[config.mk]
export PLATFORM = sky130hd
export DESIGN_NAME = pcivr_regs
export DESIGN_NICKNAME = d
export VERILOG_FILES = /design/src/core/pcivr_pkg.sv /design/src/core/pcivr_regs.sv /design/src/core/pcivr_strap.sv /design/src/core/pcivr_img_dec.sv
export VERILOG_INCLUDE_DIRS = /design/src /design/src/core
export SDC_FILE = /design/constraint.sdc
export NUM_CORES = 1
export LEC_CHECK = 0
export BUFFER_PORTS_ARGS = -buffer_cell sky130_fd_sc_hd__buf_2
export CAP_MARGIN = 0
export CORE_UTILIZATION = 50
export DETAILED_ROUTE_END_ITERATION = 16
export PLACE_DENSITY = 0.72
export RECOVER_POWER = 25
export SYNTH_ARGS = -nofsm -noshare
export SYNTH_HDL_FRONTEND = slang
export SYNTH_SLANG_ARGS = --single-unit
[constraint.sdc]
create_clock -name i_clock -period 7.3 [get_ports i_clock]
set_clock_uncertainty 0.1 [all_clocks]
set_input_delay 0.73 -clock i_clock [delete_from_list [all_inputs] [get_ports i_clock]]
set_output_delay 0.73 -clock i_clock [all_outputs]
set_load 0.01 [all_outputs]
[src/core/pcivr_params.svh]
// pcivr_params.svh: offsets, field positions, reset values of the register bank
// assumes: included by bare name wherever these constants are used
`ifndef PCIVR_PARAMS_SVH
`define PCIVR_PARAMS_SVH

// ---------------------------------------------------------------
// register offsets (byte addresses)
// ---------------------------------------------------------------
`define PCIVR_OFF_BS0 12'h010
`define PCIVR_OFF_BS1 12'h014
`define PCIVR_OFF_MISC1 12'h03C
`define PCIVR_OFF_CTL 12'h100
`define PCIVR_OFF_LBS 12'h104
`define PCIVR_OFF_LBD 12'h108
`define PCIVR_OFF_LTO 12'h10C
`define PCIVR_DEV_FIRST 12'h100

// ---------------------------------------------------------------
// field positions
// ---------------------------------------------------------------
`define PCIVR_BASE_LSB 12
`define PCIVR_SPACE_BIT 0
`define PCIVR_CTL_EN 31
`define PCIVR_CTL_POSTED_WRITE_ENABLE 30
`define PCIVR_CTL_VDW_LSB 22
`define PCIVR_CTL_VAS_LSB 16
`define PCIVR_CTL_PGM 14
`define PCIVR_CTL_SUPER 12
`define PCIVR_CTL_VCT 8
`define PCIVR_CTL_LAS 0
`define PCIVR_TOP_LSB 16

// ---------------------------------------------------------------
// fixed and reset values
// ---------------------------------------------------------------
`define PCIVR_MAX_LATENCY_FIELD 8'h00
`define PCIVR_MIN_GNT 8'h03
`define PCIVR_INT_PIN 8'h01
`define PCIVR_INT_LINE_RST 8'h00
`define PCIVR_BASE_RST 20'h00000
`define PCIVR_MID_RST 16'h0000
`define PCIVR_WORD_ZERO 32'h00000000

`endif

[src/core/pcivr_pkg.sv]
// pcivr_pkg.sv: types of the register bank
// assumes: compiled before all design modules
package pcivr_pkg;

   // ---------------------------------------------------------------
   // vme data width and address space codes
   // ---------------------------------------------------------------
   typedef enum logic [1:0] {
      PCIVR_W8 = 2'h0,
      PCIVR_W16 = 2'h1,
      PCIVR_W32 = 2'h2,
      PCIVR_W64 = 2'h3
   } pcivr_width_e;

   typedef enum logic [2:0] {
      PCIVR_A16 = 3'h0,
      PCIVR_A24 = 3'h1,
      PCIVR_A32 = 3'h2,
      PCIVR_CRCSR = 3'h5,
      PCIVR_USER1 = 3'h6,
      PCIVR_USER2 = 3'h7
   } pcivr_space_e;

   typedef logic [19:0] pcivr_page_t;

endpackage : pcivr_pkg

[src/core/pcivr_regs.sv]
// pcivr_regs.sv: pci configuration base, misc and target image 0 registers
// assumes: one register access per cycle on the config port, pci clock only
//
// Function
// - writable 4 KB base field, resets zero
// - bit 0 is read-only space indicator
// - address line strap picks base spaces
// - second space bit inverts the first
// - image registers locked until base written
// - memory base anywhere in 32 bits
// - minimum grant reads three
// - interrupt pin reads one
// - maximum latency reads zero
// - interrupt line stores writes only
// - width field codes, resets 32-bit
// - address space codes, strap reset
// - block transfer bit, resets zero
// - block bit needs A24/A32, narrow width
// - A24/A32 with 64-bit allows multiplexed blocks
// - io space forces coupled transfers
// - pci space bit selects memory/io
// - enable bit turns decoding on
// - image claims base to bound, or base to top when bound is zero
// - vme address adds translation offset
`timescale 1ns/10ps
`include "pcivr_params.svh"
module pcivr_regs (
   input wire logic i_clock,
   input wire logic i_rst_n,
   input wire logic i_strap_va1,
   input wire logic i_strap_img_en,
   input wire logic i_strap_img_las,
   input wire logic [2:0] i_strap_img_vas,
   input wire logic [3:0] i_strap_img_top,
   input wire logic i_reg_wr,
   input wire logic i_reg_rd,
   input wire logic [11:0] i_reg_addr,
   input wire logic [3:0] i_reg_be,
   input wire logic [31:0] i_reg_wdata,
   input wire logic i_pci_valid,
   input wire logic i_pci_io,
   input wire logic [31:0] i_pci_addr,
   output logic [31:0] o_reg_rdata,
   output logic o_reg_ack,
   output logic o_regs_open,
   output logic o_win_hit,
   output logic o_image_hit,
   output logic [31:0] o_vme_addr,
   output pcivr_pkg::pcivr_width_e o_vme_width,
   output pcivr_pkg::pcivr_space_e o_vme_space,
   output logic o_block_xfer,
   output logic o_mblt_allowed,
   output logic o_posted_write,
   output logic o_am_program,
   output logic o_am_super
);
   // ---------------------------------------------------------------
   // strap capture
   // ---------------------------------------------------------------
   logic s_load;
   logic [9:0] s_pins;
   pcivr_strap u_strap (
      .i_clock(i_clock),
      .i_rst_n(i_rst_n),
      .i_pins({i_strap_img_top, i_strap_img_vas, i_strap_img_las, i_strap_img_en, i_strap_va1}),
      .o_load(s_load),
      .o_pins(s_pins)
   );
   // ---------------------------------------------------------------
   // register state
   // ---------------------------------------------------------------
   pcivr_pkg::pcivr_page_t bs0_r, bs0_nxt, bs1_r, bs1_nxt;
   pcivr_pkg::pcivr_page_t lbs_r, lbs_nxt, lbd_r, lbd_nxt, lto_r, lto_nxt;
   pcivr_pkg::pcivr_width_e vdw_r, vdw_nxt;
   pcivr_pkg::pcivr_space_e vas_r, vas_nxt;
   logic space0_r, space0_nxt, open_r, open_nxt;
   logic en_r, en_nxt, posted_write_enable_r, posted_write_enable_nxt, pgm_r, pgm_nxt;
   logic super_r, super_nxt, vct_r, vct_nxt, las_r, las_nxt;
   logic [7:0] int_line_r, int_line_nxt;
   logic [31:0] ctl_word, bs0_word, bs1_word, misc_word, m;
   logic [11:0] waddr;
   logic dev_ok;
   function automatic logic [31:0] pcivr_merge(input logic [31:0] old, input logic [31:0] wd, input logic [3:0] be);
      logic [31:0] res;
      res = old;
      for (int i = 0; i < 4; i++) begin
         if (be[i]) res[i*8 +: 8] = wd[i*8 +: 8];
      end
      return res;
   endfunction : pcivr_merge
   always_comb begin
      waddr = {i_reg_addr[11:2], 2'h0};
      dev_ok = open_r | (waddr < `PCIVR_DEV_FIRST);
      bs0_word = {bs0_r, 11'h000, space0_r};
      bs1_word = {bs1_r, 11'h000, ~space0_r};
      misc_word = {`PCIVR_MAX_LATENCY_FIELD, `PCIVR_MIN_GNT, `PCIVR_INT_PIN, int_line_r};
      ctl_word = `PCIVR_WORD_ZERO;
      ctl_word[`PCIVR_CTL_EN] = en_r;
      ctl_word[`PCIVR_CTL_POSTED_WRITE_ENABLE] = posted_write_enable_r;
      ctl_word[`PCIVR_CTL_VDW_LSB +: 2] = vdw_r;
      ctl_word[`PCIVR_CTL_VAS_LSB +: 3] = vas_r;
      ctl_word[`PCIVR_CTL_PGM] = pgm_r;
      ctl_word[`PCIVR_CTL_SUPER] = super_r;
      ctl_word[`PCIVR_CTL_VCT] = vct_r;
      ctl_word[`PCIVR_CTL_LAS] = las_r;
      bs0_nxt = bs0_r;
      bs1_nxt = bs1_r;
      space0_nxt = space0_r;
      open_nxt = open_r;
      int_line_nxt = int_line_r;
      en_nxt = en_r;
      posted_write_enable_nxt = posted_write_enable_r;
      vdw_nxt = vdw_r;
      vas_nxt = vas_r;
      pgm_nxt = pgm_r;
      super_nxt = super_r;
      vct_nxt = vct_r;
      las_nxt = las_r;
      lbs_nxt = lbs_r;
      lbd_nxt = lbd_r;
      lto_nxt = lto_r;
      m = `PCIVR_WORD_ZERO;
      if (s_load) begin
         space0_nxt = ~s_pins[0];
         en_nxt = s_pins[1];
         las_nxt = s_pins[2];
         vas_nxt = pcivr_pkg::pcivr_space_e'(s_pins[5:3]);
         lbs_nxt = {s_pins[9:6], `PCIVR_MID_RST};
         lbd_nxt = {s_pins[9:6], `PCIVR_MID_RST};
      end else if (i_reg_wr && dev_ok) begin
         unique case (waddr)
            `PCIVR_OFF_BS0: begin
               m = pcivr_merge(bs0_word, i_reg_wdata, i_reg_be);
               bs0_nxt = m[31:`PCIVR_BASE_LSB];
               open_nxt = 1'b1;
            end
            `PCIVR_OFF_BS1: begin
               m = pcivr_merge(bs1_word, i_reg_wdata, i_reg_be);
               bs1_nxt = m[31:`PCIVR_BASE_LSB];
               open_nxt = 1'b1;
            end
            `PCIVR_OFF_MISC1: begin
               m = pcivr_merge(misc_word, i_reg_wdata, i_reg_be);
               int_line_nxt = m[7:0];
            end
            `PCIVR_OFF_CTL: begin
               m = pcivr_merge(ctl_word, i_reg_wdata, i_reg_be);
               en_nxt = m[`PCIVR_CTL_EN];
               posted_write_enable_nxt = m[`PCIVR_CTL_POSTED_WRITE_ENABLE];
               vdw_nxt = pcivr_pkg::pcivr_width_e'(m[`PCIVR_CTL_VDW_LSB +: 2]);
               vas_nxt = pcivr_pkg::pcivr_space_e'(m[`PCIVR_CTL_VAS_LSB +: 3]);
               pgm_nxt = m[`PCIVR_CTL_PGM];
               super_nxt = m[`PCIVR_CTL_SUPER];
               vct_nxt = m[`PCIVR_CTL_VCT];
               las_nxt = m[`PCIVR_CTL_LAS];
            end
            `PCIVR_OFF_LBS: begin
               m = pcivr_merge({lbs_r, 12'h000}, i_reg_wdata, i_reg_be);
               lbs_nxt = m[31:`PCIVR_BASE_LSB];
            end
            `PCIVR_OFF_LBD: begin
               m = pcivr_merge({lbd_r, 12'h000}, i_reg_wdata, i_reg_be);
               lbd_nxt = m[31:`PCIVR_BASE_LSB];
            end
            `PCIVR_OFF_LTO: begin
               m = pcivr_merge({lto_r, 12'h000}, i_reg_wdata, i_reg_be);
               lto_nxt = m[31:`PCIVR_BASE_LSB];
            end
            default: m = `PCIVR_WORD_ZERO;
         endcase
      end
   end
   always_ff @(posedge i_clock) begin
      if (!i_rst_n) begin
         bs0_r <= `PCIVR_BASE_RST;
         bs1_r <= `PCIVR_BASE_RST;
         space0_r <= 1'b0;
         open_r <= 1'b0;
         int_line_r <= `PCIVR_INT_LINE_RST;
         en_r <= 1'b0;
         posted_write_enable_r <= 1'b0;
         vdw_r <= pcivr_pkg::PCIVR_W32;
         vas_r <= pcivr_pkg::PCIVR_A16;
         pgm_r <= 1'b0;
         super_r <= 1'b0;
         vct_r <= 1'b0;
         las_r <= 1'b0;
         lbs_r <= `PCIVR_BASE_RST;
         lbd_r <= `PCIVR_BASE_RST;
         lto_r <= `PCIVR_BASE_RST;
      end else begin
         bs0_r <= bs0_nxt;
         bs1_r <= bs1_nxt;
         space0_r <= space0_nxt;
         open_r <= open_nxt;
         int_line_r <= int_line_nxt;
         en_r <= en_nxt;
         posted_write_enable_r <= posted_write_enable_nxt;
         vdw_r <= vdw_nxt;
         vas_r <= vas_nxt;
         pgm_r <= pgm_nxt;
         super_r <= super_nxt;
         vct_r <= vct_nxt;
         las_r <= las_nxt;
         lbs_r <= lbs_nxt;
         lbd_r <= lbd_nxt;
         lto_r <= lto_nxt;
      end
   end
   // ---------------------------------------------------------------
   // read answer and image outputs
   // ---------------------------------------------------------------
   logic dec_hit;
   logic [31:0] dec_vme;
   logic [31:0] rdata_r, rdata_nxt, vme_r;
   logic ack_r, hit_r, win_r, win_nxt, blt_r, blt_nxt, mblt_r, mblt_nxt, pw_r, pw_nxt;
   logic wide_space;
   pcivr_img_dec u_img0 (
      .i_valid(i_pci_valid),
      .i_io(i_pci_io),
      .i_addr(i_pci_addr),
      .i_enable(en_r),
      .i_las(las_r),
      .i_base(lbs_r),
      .i_bound(lbd_r),
      .i_offset(lto_r),
      .o_hit(dec_hit),
      .o_vme_addr(dec_vme)
   );
   always_comb begin
      rdata_nxt = `PCIVR_WORD_ZERO;
      if (i_reg_rd && dev_ok) begin
         unique case (waddr)
            `PCIVR_OFF_BS0: rdata_nxt = bs0_word;
            `PCIVR_OFF_BS1: rdata_nxt = bs1_word;
            `PCIVR_OFF_MISC1: rdata_nxt = misc_word;
            `PCIVR_OFF_CTL: rdata_nxt = ctl_word;
            `PCIVR_OFF_LBS: rdata_nxt = {lbs_r, 12'h000};
            `PCIVR_OFF_LBD: rdata_nxt = {lbd_r, 12'h000};
            `PCIVR_OFF_LTO: rdata_nxt = {lto_r, 12'h000};
            default: rdata_nxt = `PCIVR_WORD_ZERO;
         endcase
      end
      wide_space = (vas_r == pcivr_pkg::PCIVR_A24) | (vas_r == pcivr_pkg::PCIVR_A32);
      blt_nxt = vct_r & wide_space & (vdw_r != pcivr_pkg::PCIVR_W64);
      mblt_nxt = wide_space & (vdw_r == pcivr_pkg::PCIVR_W64);
      pw_nxt = posted_write_enable_r & ~las_r;
      win_nxt = i_pci_valid & (((i_pci_addr[31:12] == bs0_r) & (i_pci_io == space0_r)) |
                               ((i_pci_addr[31:12] == bs1_r) & (i_pci_io == ~space0_r)));
   end
   always_ff @(posedge i_clock) begin
      if (!i_rst_n) begin
         rdata_r <= `PCIVR_WORD_ZERO;
         ack_r <= 1'b0;
         hit_r <= 1'b0;
         vme_r <= `PCIVR_WORD_ZERO;
         win_r <= 1'b0;
         blt_r <= 1'b0;
         mblt_r <= 1'b0;
         pw_r <= 1'b0;
      end else begin
         rdata_r <= rdata_nxt;
         ack_r <= i_reg_rd | i_reg_wr;
         hit_r <= dec_hit;
         vme_r <= dec_vme;
         win_r <= win_nxt;
         blt_r <= blt_nxt;
         mblt_r <= mblt_nxt;
         pw_r <= pw_nxt;
      end
   end
   assign o_reg_rdata = rdata_r;
   assign o_reg_ack = ack_r;
   assign o_regs_open = open_r;
   assign o_win_hit = win_r;
   assign o_image_hit = hit_r;
   assign o_vme_addr = vme_r;
   assign o_vme_width = vdw_r;
   assign o_vme_space = vas_r;
   assign o_block_xfer = blt_r;
   assign o_mblt_allowed = mblt_r;
   assign o_posted_write = pw_r;
   assign o_am_program = pgm_r;
   assign o_am_super = super_r;
   // ---------------------------------------------------------------
   // assertions
   // ---------------------------------------------------------------
   logic rd_q;
   logic [11:0] ra_q;
   logic [31:0] sum_q;
   always_ff @(posedge i_clock) begin
      rd_q <= i_reg_rd & dev_ok;
      ra_q <= waddr;
      sum_q <= {20'(i_pci_addr[31:12] + lto_r), i_pci_addr[11:0]};
   end
endmodule : pcivr_regs

[src/core/pcivr_strap.sv]
// pcivr_strap.sv: synchronises power-up strap pins and marks their capture
// assumes: reset held at least 3 clock edges so the synchronisers settle
`timescale 1ns/10ps
module pcivr_strap (
   input wire logic i_clock,
   input wire logic i_rst_n,
   input wire logic [9:0] i_pins,
   output logic o_load,
   output logic [9:0] o_pins
);

   // ---------------------------------------------------------------
   // two-flop synchroniser and capture pulse
   // ---------------------------------------------------------------
   logic [9:0] meta_r;
   logic [9:0] sync_r;
   logic done_r;
   logic done_nxt;
   logic load_r;
   logic load_nxt;

   always_comb begin
      done_nxt = i_rst_n;
      load_nxt = i_rst_n & ~done_r;
   end

   always_ff @(posedge i_clock) begin
      meta_r <= i_pins;
      sync_r <= meta_r;
      if (!i_rst_n) begin
         done_r <= 1'b0;
         load_r <= 1'b0;
      end else begin
         done_r <= done_nxt;
         load_r <= load_nxt;
      end
   end

   assign o_load = load_r;
   assign o_pins = sync_r;

endmodule : pcivr_strap

[src/core/pcivr_img_dec.sv]
// pcivr_img_dec.sv: address window compare and translation of one target image
// assumes: inputs come from the same clock domain; result is registered by the user
`timescale 1ns/10ps
`include "pcivr_params.svh"
module pcivr_img_dec (
   input wire logic i_valid,
   input wire logic i_io,
   input wire logic [31:0] i_addr,
   input wire logic i_enable,
   input wire logic i_las,
   input wire pcivr_pkg::pcivr_page_t i_base,
   input wire pcivr_pkg::pcivr_page_t i_bound,
   input wire pcivr_pkg::pcivr_page_t i_offset,
   output logic o_hit,
   output logic [31:0] o_vme_addr
);

   // ---------------------------------------------------------------
   // decode and translate
   // ---------------------------------------------------------------
   pcivr_pkg::pcivr_page_t page;
   logic above;
   logic below;

   always_comb begin
      page = i_addr[31:12];
      above = (page >= i_base);
      below = (i_bound == `PCIVR_BASE_RST) | (page < i_bound);
      o_hit = i_valid & i_enable & (i_io == i_las) & above & below;
      o_vme_addr = {20'(page + i_offset), i_addr[11:0]};
   end

endmodule : pcivr_img_dec

* Word level (Yosys, flattened, before mapping)
Cells that the tools add are included.
** Storage, ports and cells
- Flip-flop bits (word level) :: 213
- Bits of input ports :: 96
- Word-level logic and storage cells :: 147
** Operators by class
- Add/subtract/negate cells :: 1
- $lt $le $gt $ge :: 3
- Equality and inequality tests :: 16
- Mux-type cells :: 26
- Bitwise gates (word level) :: 23
- Reductions and logical operators :: 38
** Operator list (count)
- 32-bit one-hot mux with 7 select lines :: 1
- 20-bit two-way mux :: 6
- 8-bit two-way mux :: 7
- 4-bit AND reduction :: 13
- 10-bit by 7-bit equality test with 1-bit output (second input constant) :: 4
- 20-bit equality test :: 2
- 3-bit AND reduction :: 12
- 20-bit adder :: 1
- 10-bit by 3-bit equality test with 1-bit output (second input constant) :: 2
- 20-bit >= comparator :: 1
- 20-bit logical NOT :: 1
- 20-bit < comparator :: 1
- 2-bit nonzero test :: 7
- 1-bit AND :: 12
- 12-bit by 9-bit < comparator with 1-bit output (second input constant) :: 1
- 3-bit two-way mux :: 4
- 10-bit by 4-bit equality test with 1-bit output (second input constant) :: 1
- 1-bit two-way mux :: 8
- 1-bit inverter :: 6
- 1-bit OR :: 5
- 2-bit OR reduction :: 2
- 1-bit equality test :: 3
- 3-bit by 1-bit equality test with 1-bit output (second input constant) :: 1
- 3-bit by 2-bit equality test with 1-bit output (second input constant) :: 1
- 4 further kinds :: 5

* Logic depth before layout (Yosys ltp)
Gate-level depths: netlist (run 1).
- Depth after elaboration :: 5
- Mapped depth :: 8

* Modules after synthesis
Synthesis (run 1) repeated with hierarchy kept, for this count alone.
** Second synthesis, totals
- Cells, all modules :: 1163
- Area, all modules :: 10675.2 µm²
** Modules (own cells, without submodules)
- pcivr_regs :: instances 1, cells an instance 867, area an instance 8250.4 µm², seq. area each 3763.6 µm²
- pcivr_img_dec :: instances 1, cells an instance 273, area an instance 1970.6 µm², seq. area each 0.0 µm²
- pcivr_strap :: instances 1, cells an instance 23, area an instance 454.2 µm², seq. area each 440.4 µm²

* Worst setup path after synthesis (run 1)
No wires, ideal clock.
- Path type :: input -> register
- Start :: in i_pci_addr[12]
- End :: reg vme_r[30] (netlist: o_vme_addr[30])
- Setup time :: 78 ps
- Data arrival time :: 2600 ps
- Slack :: 4522 ps
- Stages on the path :: 8
- Cells stage by stage :: ha_1 -> fa_1 -> a211oi_1 -> o21ai_0 -> o211a_1 -> o21a_1 -> o31a_1 -> nor3_1
** On the way
- Word-level cells in the longest chain between the ends :: 1
** RTL lines
- start, declared :: line pcivr_regs.sv:42 : input wire logic [31:0] i_pci_addr,
- 20-bit adder :: line pcivr_img_dec.sv:30 : o_vme_addr = {20'(page + i_offset), i_addr[11:0]};
- end signal, assigned :: line pcivr_regs.sv:256 : vme_r <= `PCIVR_WORD_ZERO;
- end signal, assigned :: line pcivr_regs.sv:265 : vme_r <= dec_vme;
- end, declared :: line pcivr_regs.sv:215 : logic [31:0] rdata_r, rdata_nxt, vme_r;
No other way between the ends.
A chain may end at the register's enable or synchronous reset.

* Worst setup path after layout (run 1)
- Start :: in i_rst_n
- End :: reg vme_r[30] (netlist: o_vme_addr[30])
** RTL lines
- start, declared :: line pcivr_regs.sv:29 : input wire logic i_rst_n,
No word-level cell between the ends.

==> impl_summary.md, run 1 <==
Drt
The detailed-route vias per instance is approximately 5.8. Summed over all layers, the routed wires come to 29.7 mm. The total number of vias is between 8000 and 9000.

The first routing iteration left slightly below 800 violations. In the detailed route, the total length drawn on met2 is 13.7 mm. The wire length per cell after detailed routing is slightly below 20 um.

The top routing layer in use is met4. The number of design rule violations left after detail routing is 0. The number of iterations in the first detailed-routing pass is 5. The detailed-route wire length on metal 1 is between 10 and 15 mm. The detail route stage leaves a number of antenna-violating nets equal to 0. The detailed-routed wire length on met3 is 2.17 mm.

Power
The switching power is 0.613 mW. The sequential cell fraction of total power is 0.456. Summed over all cells, the static leakage comes to between 4 and 5 nW. The portion of total power attributed to combinational logic is 0.079. The largest voltage drop on the vdd net is ~0.14 mV. The switching part of the total power is 0.237. Internal power comes to just under 2 mW. The power density over cell area is about 220 mW/mm^2. The clock network fraction of total power is 0.464.

Placement
The number of input and output port buffers inserted is 165. The sum of net half-perimeters after detailed placement is 21.0 mm. The global placer's final weighted congestion is ~0.93.

Die
The initial utilization of the core area, before any placement, comes to 0.515. The die outline height is 144 um. The total area inside the core boundary comes to around 0.020 mm^2. The floorplan step defined a die boundary enclosing around 0.021 mm^2.

The floorplan step set the die width to between 100 and 150 um. The boundary pin count is roughly 170. The standard-cell row count is 51.

Logic synthesis
Counting flops and latches in the post-synthesis netlist gives 210. The count of unique library cells instantiated by Yosys is 64. The number of enable flip-flop cells after synthesis is 0. The flip-flop cell with the highest count after synthesis is dfxtp_1. The async set or reset register ratio after synthesis is 0. The count of warnings emitted by yosys is 0.

The number of instances in the synthesized netlist is 1110. A synthesized cell averages 9.12 um^2. The post-synthesis instance area is 0.0101 mm^2. Of the synthesized area, sequential elements account for 0.415.

CTS
The total number of H-tree levels is 1. Buffers inserted to repair hold after CTS numbered 0. The root buffer cell is clkbuf_16. TritonCTS built the clock tree. TritonCTS created 23 clock buffers.

In this run the deepest clock path goes through 3 buffers. For the worst-skew pair, the clock arrives at the later sink with an insertion delay of roughly 0.52 ns. Gates resized during post-CTS repair numbered 0.

Clock-pin slew was measured on the worst setup and hold paths at 0.06 ns. Once the clock tree was built, the setup fixing pass inserted 0 buffers. The clock drives 210 sinks.

Timing
The final critical-path share of the clock period is 0.487. The number of pins with negative max-slew slack in the final report was 39. Setup repair after global routing left no endpoint under its margin. The maximum clock rate is roughly 280 MHz. The number of failing hold endpoints at the final stage came to 0. The final number of setup-violating endpoints is 0. The worst pin sits at a relative slew slack of -0.274. The worst path in the final design needs a cycle of 3.56 ns, including I/O delays and setup. For the pin with the worst max-slew slack, the measured transition is 1.91 ns.

After routing, the total negative slack on setup checks comes to 0 ns.

Critical path
The start of the worst register-to-register path is lbd_r[11]. The largest driver fanout on the critical path is 83. The worst setup path is launched from an input port. STA classifies the critical path endpoint as a register. At the worst endpoint, the required time is 7.60 ns. The launch point of the worst path is i_rst_n. Data arrives at the worst endpoint at around 3.9 ns.

The critical path is of the input port to register type. The worst register-to-register path has a setup slack of 4.06 ns. The depth of the worst register-to-register path is 8.

Global route
The via count of the first global-routing pass is ~8400. The first global-routing pass estimated around 46 mm of wire. The initial antenna violation count came to 0. Entering global routing, the biggest net connects between 80 and 90 pins. The remaining global-route overflow is 0. The global router's overall resource usage is 0.289.

Worst hold path
The path class of the tightest hold or removal check is input port to register. The startpoint identified for the worst hold timing path is i_strap_img_top[2]. The number of cells on the worst hold path is 1.

Cells and area
The share of the core filled with cells in the final layout is 0.603. The library cells used most frequently in the layout, excluding fill and tap cells, are 210 x dfxtp_1, 134 x buf_2, 123 x nor2_1. The area growth from synthesis to layout is 17.0%.

Of the cells placed in the final design, the portion with a size suffix greater than 1 is 0.167. The commonest non-fill, non-tap cell in the layout is dfxtp_1. After the last flow step, the layout net total stands at approximately 1400. The antenna diode count is 0.

Run
The total of max-cap violations is 1.

Status
The final reports fail on max-capacitance violations, max-slew violations. The run finished, with violations left.
## final timing paths
path                                           to
worst min register to register  u_strap.o_pins[1]
worst max-delay path               o_vme_addr[30]
worst max register to register        o_image_hit
worst min-delay path            u_strap.meta_r[8]
## final cells by class
class | count | area (um^2)
fill | 1770 | 7810
multi-input combinational | 800 | 5520
sequential | 210 | 4200
timing repair buffer | 173 | 843
clock buffer | 31 | 646
tap | 265 | 332
inverter | 46 | 173
clock inverter | 10 | 131
## cell families after synthesis
group / Yosys count / synth area share
buffers and inverters: 102 / 0.0415
xor gates and xnor gates: 56 / 0.0485
DFF: 210 / 0.415
adders and majority gates: 59 / 0.0737
muxes: 115 / 0.115
AOI/OAI and AO/OA: 228 / 0.139
and+or+nand+nor: 339 / 0.166
other: 1 / 0.000371
## cell usage after synthesis (3+ instances only)
cell	instances	share of area
nand3_1	15	0.0074
nor4_4	3	0.0063
nand2b_1	7	0.0043
inv_1	45	0.017
ha_1	58	0.072
o211ai_1	4	0.0030
a211oi_1	8	0.0059
nor3_1	20	0.0099
nand2_1	86	0.032
nor2b_1	8	0.0049
nand4_1	15	0.0093
buf_1	6	0.0022
xor2_1	14	0.012
o21ai_0	57	0.028
a2111oi_0	3	0.0026
mux2_2	11	0.012
dfxtp_1	210	0.42
buf_2	9	0.0045
nor2_1	123	0.046
mux2i_1	104	0.10
clkbuf_1	35	0.013
xnor2_1	42	0.036
o221ai_1	3	0.0026
nor2_4	3	0.0033
and3_1	4	0.0025
nor4_1	13	0.0080
o22ai_1	10	0.0062
a311oi_1	4	0.0035
a221oi_1	16	0.014
buf_4	5	0.0037
and2_1	23	0.014
a21oi_1	79	0.039
a31oi_1	7	0.0043
a21o_1	16	0.012
## power groups by stage
stage / Sequential (mW) / Clock [mW] / Combinational (mW)
finish: 1.18 / 1.20 / 0.205
global placement: 1.20 / 0 / 0.199
global route: 1.18 / 1.26 / 0.223
detailed placement: 1.20 / 0 / 0.202
floorplan: 1.21 / 0 / 0.107
CTS: 1.18 / 1.21 / 0.203
## worst max-delay path, stage by stage
cell and delay [ns]:
buf_2 0.07, clkbuf_1 1.37, inv_1 0.64, buf_4 0.59, nor3_1 0.38
## stage by stage
| step | hold slack, ns | instance area (um^2) | std cells | power, mW | setup WS (ns) |
|---|---|---|---|---|---|
| final | 0.224 | 11800 | 1535 | 2.58 | 3.74 |
| after global routing | 0.205 | 11800 | 1535 | 2.66 | 3.55 |
| after CTS | 0.209 | 11900 | 1535 | 2.59 | 4.01 |
| after detailed placement | 0.212 | 11100 | 1494 | 1.40 | 3.49 |
| after global placement | 0.210 | 11100 | 1494 | 1.40 | 3.50 |
| after floorplan | 0.210 | 10100 | 1112 | 1.31 | 4.52 |
## routing by layer
layer | track usage | up-vias
li1 | - | 4185
met2 | 0.472 | 382
met1 | 0.387 | 4194
met5 | 0 | -
met3 | 0.0394 | 80
met4 | 0.107 | 0
## registers in the layout, indices dropped and copies added, names as in the netlist, 20 cells and up
name	flops
o_vme_addr	32
lbd_r	20
lbs_r	20
lto_r	20
bs0_r	20
o_reg_rdata	29
bs1_r	20
(Power assumes the default switching activity.)
==> inputs of run 2 (changes only) <==
- clock period: 7.3 -> 3.7 ns (I/O delays scaled with it)
==> impl_summary.md, run 2 (synthesized netlist as in run 1, its figures left out) <==
Power
In this run the static leakage power is roughly 5.1 nW. The power density over cell area is between 400 and 500 mW/mm^2. The portion of total power attributed to combinational logic is 0.086. The analysis attributes to net switching a power of 1.21 mW. Of the total power, the share spent switching nets is 0.239.

The sequential cell fraction of total power is 0.459. IR analysis of the VDD net gives a maximum drop of approximately 0.29 mV. The internal portion of the total power is about 3.8 mW. The share of total power dissipated in the clock network is 0.454.

Die
The initial core utilization is 0.515. The region available for standard cell placement spans slightly below 0.02 mm^2. During I/O placement, the number of pins put on the boundary was 174. Measured along the y axis, the die boundary spans between 100 and 150 um. In this run the horizontal extent of the chip is approximately 140 um.

The die covers 0.0208 mm^2. The standard-cell row count is slightly above 50.

Critical path
The required time of the worst setup path is approximately 4.0 ns. The worst register-to-register path begins at lbd_r[11]. The internal reg-to-reg setup slack is around 0.94 ns. STA classifies the critical path endpoint as a register. The largest driver fanout on the critical path is 4. The data arrival time of the worst path is roughly 3 ns.

The startpoint-to-endpoint class of the critical path is register to register. The launching element type of the critical path is a register. The depth of the worst register-to-register path is 8. The worst register-to-register path ends at o_image_hit.

Cells and area
The antenna diode count is 0. The count of nets after finishing is between 1000 and 1500. The post-synthesis to final-layout area growth is 20.5%. After routing the design area is between 0.01 and 0.015 mm^2. The number of flip-flops in the largest register is 32. The library cells used most frequently in the layout, excluding fill and tap cells, are 210 x dfxtp_1, 133 x buf_2, 123 x nor2_1. In the final layout, the share of cells above drive strength 1 is 0.167. The commonest non-fill, non-tap cell in the layout is dfxtp_1.

Run
The total of max-cap violations is 1.

CTS
The TritonCTS clock tree is yes. The number of setup buffers added after CTS is 0. The total number of H-tree levels is 1. The maximum root-to-sink buffer count is 3. The post-cts resize count is 0. The cell sitting at the root of the clock tree is a clkbuf_16. The worst-skew pair later-pin latency is roughly 0.52 ns. CTS saw between 200 and 250 sinks. The number of clock buffers added by TritonCTS is 23. The clock transition at the register clock pins on the worst setup and hold paths after CTS is roughly 0.060 ns.

Global route
The initial antenna violation count is 0. The via count of the first global-routing pass came to between 8000 and 9000. For this run, the total global-route usage over all layers was measured as 0.298. For this run the aggregate overflow at the end of global routing stands at 0. Entering global routing, the biggest net connects 49 pins. The first global-routing pass estimated 47.3 mm of wire.

Drt
In the routed design, unresolved DRC markers number 0. The wire length per cell after detailed routing is roughly 19 um. The total wirelength of the detailed-routed design is 30.4 mm. The first routing iteration left about 810 violations. For this run, the detailed router's first-pass iteration total came to 5. The detailed-route vias per instance is ~5.7. In this run the remaining antenna-violating nets after routing total 0. The total number of vias is 9009.

Worst hold path
The number of cells on the worst hold path is 3. The end point of the most critical hold path is int_line_r[6]. The min-delay analysis places its worst path in the category input port to register. The startpoint identified for the worst hold timing path is i_reg_wdata[6].

Timing
The post-layout minimum cycle time is between 2 and 3 ns. The number of failing hold endpoints at the final stage is 0. Of the available clock period, the critical path in the final layout requires 0.745. The maximum clock rate is between 300 and 400 MHz. Setup repair after global routing left no endpoint under its margin. Setup violations remaining at the end of the flow were counted as 0.

At the pin with the least slew margin, the transition time is around 1.7 ns. The number of pins with negative max-slew slack in the final report is 47. In this run the tightest slew margin relative to its limit is -0.142. The setup total negative slack is 0 ns.

Placement
The sum of net half-perimeters after detailed placement is between 20 and 25 mm. Summing all placed instances gives a cell area of roughly 0.011 mm^2. The global placer's final weighted congestion is between 0.9 and 1. During placement, the flow inserted port buffers numbering about 170.

Status
The run finished, with violations left. The checks that failed: max-capacitance violations, max-slew violations.
run 2: cell count changes in the layout (fill, tap and decap cells not counted), sizes merged:
cell	change
dlygate4sd3	+30
buf	+6
clkbuf	+5
bufinv	-2
clkinv	-2
inv	+1
run 2: worst max-delay path by stage:
stage | cells past startpoint | end | startpoint | slack (ns)
6_report | 8 | o_image_hit | lbd_r[11] | 0.94
3_5_place_dp | 8 | o_image_hit | i_pci_addr[23] | 0.81
2_1_floorplan | 8 | o_vme_addr[30] | i_pci_addr[12] | 1.28
5_1_grt | 8 | o_image_hit | lbd_r[11] | 0.78
4_1_cts | 8 | o_image_hit | lbd_r[11] | 0.95
3_3_place_gp | 8 | o_image_hit | i_pci_addr[23] | 0.80
run 2: layout make-up:
class,instances,area [um^2]
multi-input cells,800,5510
repair buffers,210,1210
clock buffers,35,701
clock inverters,7,66.3
well taps,265,332
flip-flops and latches,210,4200
inverters,46,173
fillers,1765,7460
run 2: per-layer routing:
metal  track usage  share of wire
met5             0              0
met4         0.118          0.035
met3        0.0540          0.088
met2         0.477           0.45
met1         0.395           0.42
run 2: critical path, stage by stage (launching register included):
cell	delay (ns)
dfxtp_1	0.39
inv_1	0.06
ha_1	0.31
a21oi_1	0.15
o21ai_0	0.14
a2111oi_0	0.45
o21ai_0	0.24
a21o_1	0.20
a2111oi_0	0.55
run 2: repair_timing:
item / in CTS / in global routing
setup endpoints to repair: 0 / 0
endpoints found under the hold margin: 30 / 0
hold buffers: 30 / 0
run 2: stage by stage:
stage                util  hold WS [ns]  std cells  worst slack [ns]  power, mW
floorplan               -         0.210       1112              1.28       2.59
global placement    0.568         0.212       1501             0.798       2.77
detailed placement  0.568         0.212       1501             0.813       2.78
CTS                 0.623       0.00754       1573             0.947       5.08
global route        0.621       0.00474       1573             0.776       5.25
finish              0.621       0.00508       1573             0.943       5.06
run 2: power by group through the flow:
stage                     sequential [mW]  combinational [mW]  clock (mW)
after floorplan                      2.38               0.211           0
after global placement               2.37               0.400           0
after detailed placement             2.37               0.405           0
after CTS                            2.32               0.432        2.33
after global routing                 2.33               0.473        2.45
final                                2.32               0.437        2.30
==> inputs of run 3 (changes only) <==
- PLACE_DENSITY: 0.72 -> 0.75
- clock period: 3.7 -> 2.25 ns (I/O delays scaled with it)
==> impl_summary.md, run 3 (synthesized netlist as in run 1, its figures left out) <==
Status
The run finished, with violations left. The checks that failed: negative setup slack.

Critical path
The worst setup path is launched from a register. Data on the critical path is required at its endpoint by approximately 2.6 ns. Data on the critical path arrives at its endpoint at between 2 and 3 ns.

The critical path is of the register to register type. Along the worst path, the maximum fanout reaches 3. STA classifies the critical path endpoint as a register.

Drt
After detailed routing, the number of vias per cell comes to between 5 and 6. The number of iterations in the first detailed-routing pass is 7. For this run, design rule violations remaining after detail routing come to 0.

The total wirelength of the detailed-routed design is 32.4 mm. The detail route stage leaves a number of antenna-violating nets equal to 0. After the first detailed-routing iteration, the DRC count stood at 739.

The total number of vias is ~9600. Dividing the detail-routed wire length by the instance count gives approximately 19 um.

Timing
The final number of setup-violating endpoints is 3. The worst relative slew slack is 0.583. Counting I/O delays and the setup requirement, the final critical path takes about 2.3 ns. The number of failing hold endpoints at the final stage is 0. The final critical-path share of the clock period is 1.02. Once routing completed, OpenROAD measured the worst setup slack at -0.0401 ns.

The maximum clock rate is around 440 MHz. Setup repair after global routing could not meet its margin everywhere. The transition time at the pin with the least slew margin is 0.625 ns. In the final timing run, aggregate negative setup slack is -0.0807 ns.

The number of pins with negative max-slew slack in the final report was 0.

Global route
The first global-routing pass estimated 49.6 mm of wire. The largest net degree at the start of global routing is 67. Global routing finished with a remaining overflow of 0.

The initial antenna violation count is 0. For this run, the total global-route usage over all layers was measured as 0.313. The via count of the first global-routing pass is slightly above 9000.

Power
The sequential cell fraction of total power is 0.437. Of the total power, the clock network draws 0.467. The analysis attributes to cell leakage a power of a little under 6 nW.

Power spread over the standard cell area amounts to about 650 mW/mm^2. The largest voltage drop on the vdd net is about 0.66 mV. The design internal power is about 6.7 mW. Of the total power, combinational logic draws 0.096. Summed over all nets, the switching power comes to between 2 and 2.5 mW. The switching part of the total power is 0.235.

Cells and area
The share of post-route cells with drive strength above 1 is 0.237. Leaving out fill and tap cells, the most frequent cell in the layout is dfxtp_1. With fillers left out, the area of the finished cells amounts to roughly 0.014 mm^2.

The final layout contains 1567 nets. The antenna diode count is 0. The register with the most flip-flops in the layout has 32 of them. Leaving out fill and tap cells, the most frequent cells in the layout are 208 x dfxtp_1, 134 x buf_2, 123 x nor2_1.

At the end of the flow the core is filled with cells to 0.688. The area growth from synthesis to layout is 33.6%.

CTS
The root buffer cell is clkbuf_16. The TritonCTS clock tree is yes. Counting every sink on the clock net gives 210.

No sink is reached through more buffers than the 3 on the longest clock path. The worst-skew pair later-pin latency is 0.52 ns. In this run the number of H-tree levels came out at 1. Counting the buffers created by CTS gives 23. The clock transition at the register clock pins on the worst setup and hold paths after CTS is approximately 0.060 ns.

Die
The die outline height is 144 um. During I/O placement, the number of pins put on the boundary was about 170. The die area is roughly 0.021 mm^2.

The die width is between 100 and 150 um. The placeable core area is slightly below 0.02 mm^2. The initial core utilization is 0.515. The standard-cell row count is slightly above 50.

Placement
The number of input and output port buffers inserted is around 170. The global placer's final weighted congestion is 0.959. The pre-CTS setup slack is -0.214 ns. The sum of net half-perimeters after detailed placement is around 24 mm. Once placement finished, the instance area stood at 0.0121 mm^2.

Run
Across the run, the number of max-cap violations was 0.

Worst hold path
The tightest min-delay check is of the input port to register type.
## run 3: cell count changes in the layout (fill, tap and decap cells not counted), sizes merged, moves of 3 or more
cell | before | now
bufinv | 1 | 4
clkbuf | 68 | 63
dlygate4sd3 | 30 | 55
buf | 147 | 244
## run 3: layer usage
metal | GRT usage | wire length (um) | up-vias
met2 | 0.519 | 14900 | 483
met4 | 0.119 | 1300 | 0
met5 | 0 | 0 | -
met3 | 0.0520 | 2880 | 96
li1 | - | - | 4509
met1 | 0.408 | 13300 | 4524
## run 3: area by class of cell
cell class	count	area, um^2
clock buffer	31	666
multi-input combinational	800	5610
tap	265	332
fill	1570	6130
clock inverter	11	163
inverter	46	173
timing repair buffer	331	2370
sequential	210	4210
## run 3: timing repair
item / in CTS / in global routing
hold endpoints to repair: 124 / 0
setup endpoints to repair: 10 / 10
pin swaps: 8 / 6
hold buffers: 55 / 0
gates resized for setup: 11 / 13
buffers inserted: 3 / 1
## run 3: worst max-delay path, stage by stage (launching register included)
cell and delay, ns:
dfxtp_2 0.33, ha_4 0.16, fa_2 0.41, a211oi_4 0.29, o21ai_2 0.11, o211a_1 0.23, o21a_1 0.19, o31a_1 0.29
nor3_2 0.09
## run 3: path summary, 6_finish.rpt
kind | from | end | slack (ns) | cells past startpoint
hold reg to reg | u_strap.meta_r[6] | u_strap.o_pins[6] | 0.23 | 0
setup reg to reg | lto_r[0] | o_vme_addr[30] | -0.04 | 8
setup / recovery | lto_r[0] | o_vme_addr[30] | -0.04 | 8
hold / removal | i_reg_be[0] | int_line_r[0] | 0.03 | 4
## run 3: through the flow
stage | total power, mW | cells | hold slack [ns]
after floorplan | 4.26 | 1112 | 0.153
after global placement | 4.62 | 1593 | 0.212
after detailed placement | 4.63 | 1593 | 0.212
after CTS | 8.75 | 1693 | 0.0227
after global routing | 8.99 | 1694 | 0.0547
final | 8.74 | 1694 | 0.0323
## run 3: power groups by stage
stage	combinational, mW	sequential (mW)	clock [mW]
global route	0.896	3.83	4.27
CTS	0.816	3.82	4.11
floorplan	0.347	3.91	0
detailed placement	0.733	3.90	0
global placement	0.718	3.90	0
finish	0.836	3.82	4.08
